$ cat src/hdl/sram_host_pkg.sv
package sram_host_pkg;

    localparam int ADDR_W = 13;
    localparam int DATA_W = 8;

    // Pin timing of the slowest speed grade, in nanoseconds.
    localparam int CLK_PERIOD_NS = 40;
    localparam int T_ACCESS_NS   = 70;
    localparam int T_GATE_ACC_NS = 25;
    localparam int T_WRITE_P_NS  = 50;
    localparam int T_DSETUP_NS   = 25;
    localparam int T_OFF_NS      = 25;
    localparam int T_OUT_HOLD_NS = 5;

    // Least times round up to whole cycles.
    localparam int ACCESS_CYC =
        (T_ACCESS_NS + CLK_PERIOD_NS - 1) / CLK_PERIOD_NS;
    localparam int write_pulse_min_cyc =
        (T_WRITE_P_NS + CLK_PERIOD_NS - 1) / CLK_PERIOD_NS;
    localparam int OFF_CYC =
        (T_OFF_NS + CLK_PERIOD_NS - 1) / CLK_PERIOD_NS;

    localparam int CNT_W = 4;
    localparam logic [CNT_W-1:0] CNT_ZERO = 4'h0;
    localparam logic [CNT_W-1:0] CNT_ONE  = 4'h1;
    localparam logic [CNT_W-1:0] ACCESS_LOAD = CNT_W'(ACCESS_CYC);
    localparam logic [CNT_W-1:0] WRITE_LOAD  = CNT_W'(write_pulse_min_cyc);
    localparam logic [CNT_W-1:0] OFF_LOAD    = CNT_W'(OFF_CYC);

    typedef struct packed {
        logic              write;
        logic [ADDR_W-1:0] word_index;
        logic [DATA_W-1:0] wdata;
    } request_s;

    typedef struct packed {
        logic              select_active_low;
        logic              select_active_high;
        logic              write_strobe_n;
        logic              output_gate_n;
        logic [ADDR_W-1:0] word_index;
    } pins_s;

    typedef enum logic [2:0] {
        IDLE,
        SETUP,
        READ_WAIT,
        WRITE_PULSE,
        WRITE_HOLD,
        RECOVER
    } state_e;

endpackage

$ cat src/hdl/cycle_timer.sv
module cycle_timer
    import sram_host_pkg::*;
(
    input  wire logic             clk,
    input  wire logic             rst,
    input  wire logic             load,
    input  wire logic [CNT_W-1:0] value,
    output logic                  done
);

    logic [CNT_W-1:0] count;

    assign done = (count == CNT_ZERO) && !load;

    always_ff @(posedge clk) begin
        if (rst) begin
            count <= CNT_ZERO;
        end else if (load) begin
            count <= value;
        end else if (count != CNT_ZERO) begin
            count <= count - CNT_ONE;
        end
    end

endmodule

$ cat src/hdl/sram_host.sv
module sram_host
    import sram_host_pkg::*;
(
    input  wire logic              clk,
    input  wire logic              rst,
    input  wire logic              req_valid,
    input  request_s               req,
    output logic                   req_ready,
    output logic                   rsp_valid,
    output logic [DATA_W-1:0]      rsp_data,
    output pins_s                  pins,
    input  wire logic [DATA_W-1:0] data_lines_in,
    output logic [DATA_W-1:0]      data_lines_out,
    output logic                   data_lines_oe_n
);

    state_e            state;
    state_e            next_state;
    request_s          held;
    logic              selected;
    logic              gate_open;
    logic              strobe_low;
    logic              drive_bus;
    logic              timer_load;
    logic [CNT_W-1:0]  timer_value;
    logic              timer_done;
    logic [DATA_W-1:0] sync_a;
    logic [DATA_W-1:0] sync_b;
    logic              take;
    logic              read_end;
    logic              sample_due;

    // The data pins come from outside, so two flops sit before any use.
    always_ff @(posedge clk) begin
        sync_a <= data_lines_in;
        sync_b <= sync_a;
    end

    cycle_timer timer (
        .clk   (clk),
        .rst   (rst),
        .load  (timer_load),
        .value (timer_value),
        .done  (timer_done)
    );

    assign take      = (state == IDLE) && req_valid;
    assign read_end  = (state == READ_WAIT) && timer_done;
    assign req_ready = (state == IDLE);

    // The chip is selected only while an access is in flight.
    assign selected   = (state == SETUP) || (state == READ_WAIT) ||
                        (state == WRITE_PULSE) ||
                        (state == WRITE_HOLD);
    // The gate opens only for reads, so no write can meet a live driver.
    assign gate_open  = (state == READ_WAIT) && !held.write;
    assign strobe_low = (state == WRITE_PULSE);
    // Data is driven from setup to one cycle past the strobe rising.
    assign drive_bus  = held.write && ((state == SETUP) ||
                        (state == WRITE_PULSE) ||
                        (state == WRITE_HOLD));

    always_comb begin
        next_state  = state;
        timer_load  = 1'b0;
        timer_value = CNT_ZERO;
        case (state)
            IDLE: begin
                if (req_valid) begin
                    next_state = SETUP;
                end
            end
            // Address and select settle a full cycle before the strobe.
            SETUP: begin
                timer_load = 1'b1;
                if (held.write) begin
                    timer_value = WRITE_LOAD;
                    next_state  = WRITE_PULSE;
                end else begin
                    timer_value = ACCESS_LOAD;
                    next_state  = READ_WAIT;
                end
            end
            READ_WAIT: begin
                if (timer_done) begin
                    next_state = RECOVER;
                end
            end
            WRITE_PULSE: begin
                if (timer_done) begin
                    next_state = WRITE_HOLD;
                end
            end
            // Address stays put one cycle after the strobe rises.
            WRITE_HOLD: begin
                timer_load  = 1'b1;
                timer_value = OFF_LOAD;
                next_state  = RECOVER;
            end
            // Drivers of the device need time to float after deselect.
            RECOVER: begin
                if (timer_done) begin
                    next_state = IDLE;
                end
            end
            default: begin
                next_state = IDLE;
            end
        endcase
    end

    always_ff @(posedge clk) begin
        if (rst) begin
            state <= IDLE;
        end else begin
            state <= next_state;
        end
    end

    always_ff @(posedge clk) begin
        if (rst) begin
            held <= '0;
        end else if (take) begin
            held <= req;
        end
    end

    // The reply waits one cycle past the access count, so the second sync
    // flop holds a word that the first caught after the access time.
    always_ff @(posedge clk) begin
        if (rst) begin
            sample_due <= 1'b0;
            rsp_valid  <= 1'b0;
            rsp_data   <= '0;
        end else begin
            sample_due <= read_end;
            rsp_valid  <= sample_due;
            if (sample_due) begin
                rsp_data <= sync_b;
            end
        end
    end

    always_ff @(posedge clk) begin
        if (rst) begin
            pins            <= '{1'b1, 1'b0, 1'b1, 1'b1, '0};
            data_lines_out  <= '0;
            data_lines_oe_n <= 1'b1;
        end else begin
            pins.select_active_low  <= !selected;
            pins.select_active_high <= selected;
            pins.write_strobe_n     <= !strobe_low;
            pins.output_gate_n      <= !gate_open;
            pins.word_index         <= held.word_index;
            data_lines_out          <= held.wdata;
            data_lines_oe_n         <= !drive_bus;
        end
    end

endmodule

$ cat config.mk
export PLATFORM = sky130hd
export DESIGN_NAME = sram_host
export DESIGN_NICKNAME = d
export VERILOG_FILES = /design/src/hdl/sram_host_pkg.sv /design/src/hdl/cycle_timer.sv /design/src/hdl/sram_host.sv
export SDC_FILE = /design/constraint.sdc
export NUM_CORES = 1
export LEC_CHECK = 0
export BUFFER_PORTS_ARGS = -buffer_cell sky130_fd_sc_hd__buf_4
export CAP_MARGIN = 20
export CORE_MARGIN = 8
export CORE_UTILIZATION = 54
export DETAILED_ROUTE_END_ITERATION = 8
export GPL_TIMING_DRIVEN = 0
export MAX_ROUTING_LAYER = met4
export PLACE_DENSITY = 0.82
export REMOVE_ABC_BUFFERS = 1
export SYNTH_ARGS = -nofsm -noshare
export SYNTH_HDL_FRONTEND = slang
export SYNTH_SLANG_ARGS = --single-unit
$ cat constraint.sdc
create_clock -name clk -period 3.89 [get_ports clk]
set_clock_uncertainty 0.15 [all_clocks]
set_input_delay 0.9725 -clock clk [delete_from_list [all_inputs] [get_ports clk]]
set_output_delay 0.9725 -clock clk [all_outputs]
set_load 0.01 [all_outputs]
* Yosys cells after proc, flatten, opt, wreduce, memory -nomap -nowiden
Cells that the tools add are included.
** Word-level totals
- Memory bits (writable) :: 0
- Output and inout port bits :: 36
- Word-level logic and storage cells :: 59
- Bits in read-only memories :: 0
- Latch bits :: 0
- Register bits after elaboration :: 81
- Bits of input ports :: 33
- Memories :: 0
** Operators by class
- Equality and inequality tests :: 9
- Divide/modulo/power cells :: 0
- Bitwise gates (word level) :: 0
- Mux-type cells :: 10
- Multiply operators :: 0
- $add $sub $neg :: 1
- $lt $le $gt $ge :: 0
- Shift operators :: 0
- Reductions and logical operators :: 22
** Operator list (number)
- $pmux 3 s6 :: 1
- $mux 3 :: 4
- $mux 4 :: 2
- $eq 3x2->1 const B :: 2
- $eq 3x3->1 const B :: 2
- $logic_not 1->1 :: 6
- $ne 2x2->1 const B :: 3
- $logic_and 1x1->1 :: 5
- $logic_or 1x1->1 :: 5
- $logic_not 4->1 :: 1
- $pmux 2 s2 :: 1
- $reduce_and 4->1 :: 1
- $reduce_bool 4->1 :: 1
- $sub 4x1->4 const B :: 1
- $eq 3x1->1 const B :: 1
- $logic_not 3->1 :: 1
- $mux 1 :: 2
- $ne 2x1->1 const B :: 1
- $reduce_bool 2->1 :: 1
- $reduce_or 2->1 :: 1

* Longest topological paths before layout
- Depth in word-level cells :: 7
- Mapped depth :: 6
- Gate-level depth less buffers :: 6

* Cells and area by module
A second synthesis with hierarchy kept.
** Second synthesis, totals
- Cells, all modules :: 252
- Area total of the unflattened synthesis :: 2580.0 um^2
** Modules (own cells, without submodules)
- sram_host :: area each 2347.3 um^2, cells each 226, seq. area each 1541.5 um^2, instances 1
- cycle_timer :: area each 232.7 um^2, cells each 26, seq. area each 80.1 um^2, instances 1

* Least setup slack after synthesis
No wires, ideal clock.
- Kind :: input port to flip-flop
- Start point :: input port rst
- End point :: register state[2]
- Stages on the path :: 4
- Library setup time :: 0.129 ns
- Slack :: 1.916 ns
- Required time :: 3.611 ns
- Arrival time :: 1.695 ns
- Buffers on the path :: 2
- Cells stage by stage :: clkbuf_1 > clkbuf_1 > nand3b_1 > o31ai_1
** RTL lines
- from (decl) :: RTL line sram_host.sv:5 : input wire logic rst,
- to (signal assigned) :: RTL line sram_host.sv:116 : state <= next_state;
- to (decl) :: RTL line sram_host.sv:17 : state_e state;

* Worst setup path in the final report
- Start point :: register state[2]
- End point :: output port req_ready
** On the way
- Cells in the longest elaborated chain, start to end :: 1
** RTL lines
- $logic_not 3->1 :: RTL line sram_host.sv:49 : assign req_ready = (state == IDLE);
- to (decl) :: RTL line sram_host.sv:8 : output logic req_ready,
Every way passes these cells.

==> key figures <==
STA
  • Setup TNS Final: 0 ns
  • Min Clock Period, post-route: 2.417 ns
  • Worst setup margin: 1.473 ns
  • Hold Fails Final Rpt: 0
  • Unrepaired setup endpoints after global routing: false
  • Max Freq: approximately 410 MHz
  • Final setup violation count: 0
  • Slew Limit Fails: 0
  • Transition time of the tightest slew-check pin: about 0.75 ns
  • Slew margin rel.: 49.79%
  • Crit share post-route: 62.13%

Yosys
  • Yosys top cell area share: 63.41%
  • Synth top area cells: dfxtp_1, nand2_1, nor2b_1, a21oi_1, mux2i_1
  • Top FF cell, synth: dfxtp_1
  • Synth warn: 0
  • Synthesized cell area: 2557 µm²
  • Yosys reg bits: 81
  • Synth cell types: 32
  • Yosys top cell by area: dfxtp_1
  • Cells after Synth: 252
  • Register area share after synthesis: a little under two thirds
  • Avg Cell Area, Syn: about 10 µm²
  • EDFF count, synth: 0
  • Fraction of registers with async set/reset: 0%

Critical path
  • Kind of cell with the highest combined delay on the critical path: flip-flops
  • FF-to-FF Start: state[2]
  • Worst setup EP type: primary output
  • Startpoint Class: register
  • CP Max Fanout: 15
  • Critical R2R Capture: held[15]
  • Setup CP Type: reg -> out
  • Worst path buffer plus inverter count: 1
  • Crit-path cells: nor3_4 > buf_4
  • Worst Path Required: 2.77 ns
  • Slowest CP cell: dfxtp_1
  • FF-to-FF setup slack: approximately 2 ns
  • Worst reg-to-reg path cell count: 4
  • Worst Path Arrival: 1.29 ns
  • CP peak stage delay: 0.67 ns

Global route
  • Total gr overflow: 0
  • All-Layer GR Usage: 15.25%
  • Grt peak-use layer: met2
  • Grt met1 use: 17.48%
  • Met3 usage: 5.212%
  • Met2 Use GR: 22.05%
  • First-pass GRT wire length: 8.321 mm
  • Number of global-route vias before repair: around 1800
  • Initial antenna violation count: 0
  • Largest net degree at the start of global routing: 65

Route
  • DRC viols: 0
  • ANT nets after route: 0
  • Initial DRC Count: 68
  • Vias per cell: approximately 5
  • DR vias: between 1500 and 2000
  • Drt pass-1 iters: 4
  • Total wire length: roughly 5 mm
  • Wirelength per Cell: ~13 µm

Final layout
  • Layout cells sized above 1: 27.10%
  • Area Overhead vs Synth: 27.30%
  • Diode count: 0
  • Most frequent cells in the layout: dfxtp_1, buf_4, nand2_1
  • Final #Nets: 350
  • Commonest non-fill, non-tap cell in the layout: dfxtp_1

Die
  • DIE WIDTH: 84.82 µm
  • Core area: 4661 µm²
  • DIE AREA: 7194 µm²
  • Die H: 84.82 µm
  • I/O pin cnt: 69
  • # rows: 25
  • Initial Utilization: between 50% and 60%

Hold path
  • Hold Crit Endpoint: sync_b[4]
  • Hold Path Class: reg -> reg
  • Hold Crit Start: sync_a[4]
  • Hold depth: 0

Clocking
  • CTS tree: built
  • Postcts setup bufs: 0
  • Root Driver: clkbuf_8
  • PostCTS Resize Cnt: 0
  • Worst skew pair latency: ~0.34 ns
  • Hold_buf cts: 0
  • Htree depth: 3
  • CTS max path bufs: 2
  • Clock transition at path regs: about 0.08 ns
  • Sinks on Clock Net: 81
  • Inserted Clock Buffers: 9

Power and ir drop
  • P_leak: 0.001355 µW
  • Pwr per Cell Area: around 670 nW/µm²
  • Maximum vdd ir drop: about 0.33 mV

Outcome
  • Outcome: complete, no violations

Placed design
  • Post-DP HPWL: 3.368 mm
  • Placer Congestion: 0.7743
  • Port buffer count: 68
  • Place WS: 1.659 ns

Flow run
  • Max_cap viols: 0
==> per-stage QoR <==
step	power (µW)	area [µm²]	hold WS (ns)	std cells	utilization, %
final	2166	3256	0.1810	375	69.85
after global routing	2310	3256	0.1845	375	69.85
after CTS	2193	3256	0.1808	375	69.85
after detailed placement	1598	3058	0.1628	359	65.61
after global placement	1577	3058	0.1602	359	65.61
after floorplan	1400	2480	0.1596	237	-
==> worst register-to-register path, stage by stage, from the launching register on <==
cell and delay [ns]:
dfxtp_1 0.67, nor3_4 0.11, nand2_1 0.58, nand2_1 0.15, a21oi_1 0.18
==> flip-flops by register name (all words and copies together) (netlist names) <==
register and count:
rsp_valid 1, timer.count 4, held 22, sync_b 8, data_lines_out 8, data_lines_oe_n 1
sync_a 8, state 3, pins 17, sample_due 1, rsp_data 8
==> cell usage after synthesis (all sizes together), types with 2 or more instances <==
master,instances
clkbuf,6
nand2b,3
xnor2,2
nand2,49
nor2,15
nand3,3
nor3,3
buf,9
inv,4
o31ai,2
nor2b,23
nand3b,3
dfxtp,81
mux2i,8
a21oi,27
o21ai,2
==> how the worst max path moves through the flow <==
stage / startpoint / slack [ns] / cells after the start / end
2_1_floorplan: state[2] / 2.06 / 1 / req_ready
3_3_place_gp: rst / 1.67 / 4 / timer.count[1]
3_5_place_dp: rst / 1.66 / 4 / timer.count[1]
4_1_cts: state[2] / 1.46 / 2 / req_ready
5_1_grt: state[2] / 1.41 / 2 / req_ready
6_report: state[2] / 1.47 / 2 / req_ready
==> layout make-up <==
class	instances	area (µm²)
Inverter	4	15.01
Timing Repair Buffer	68	510.5
Clock inverter	4	52.55
Fill cell	366	1405
Tap cell	54	67.56
Clock buffer	12	145.1
Multi-Input combinational cell	152	843.3
Sequential cell	81	1622
==> layer usage <==
metal	routed length, µm	vias up
met5	0	-
met4	125	0
met2	2283	60
li1	-	948
met3	312	12
met1	2282	811
==> power by group <==
group	total (µW)	internal [µW]	switching [µW]	leakage, µW
Combinational	515	250	265	0.000601
Clock	594	314	279	0.0000888
Sequential	1060	955	103	0.000665
==> cell families (layout without fill, tap and decap cells) <==
logic type               count (synthesis)  count (layout)  share of synthesized area [%]
flip-flops                              81              81                          63.41
XOR/XNOR                                 2               2                         0.6851
multiplexers                             9               9                          3.572
buffers and inverters                   19              88                          3.620
AO/OA/AOI/OAI                           36              36                          8.072
adder cells (fa/ha/maj)                  1               1                         0.4892
AND/OR/NAND/NOR                        104             104                          20.16
Power figures use the tool's default switching activity.
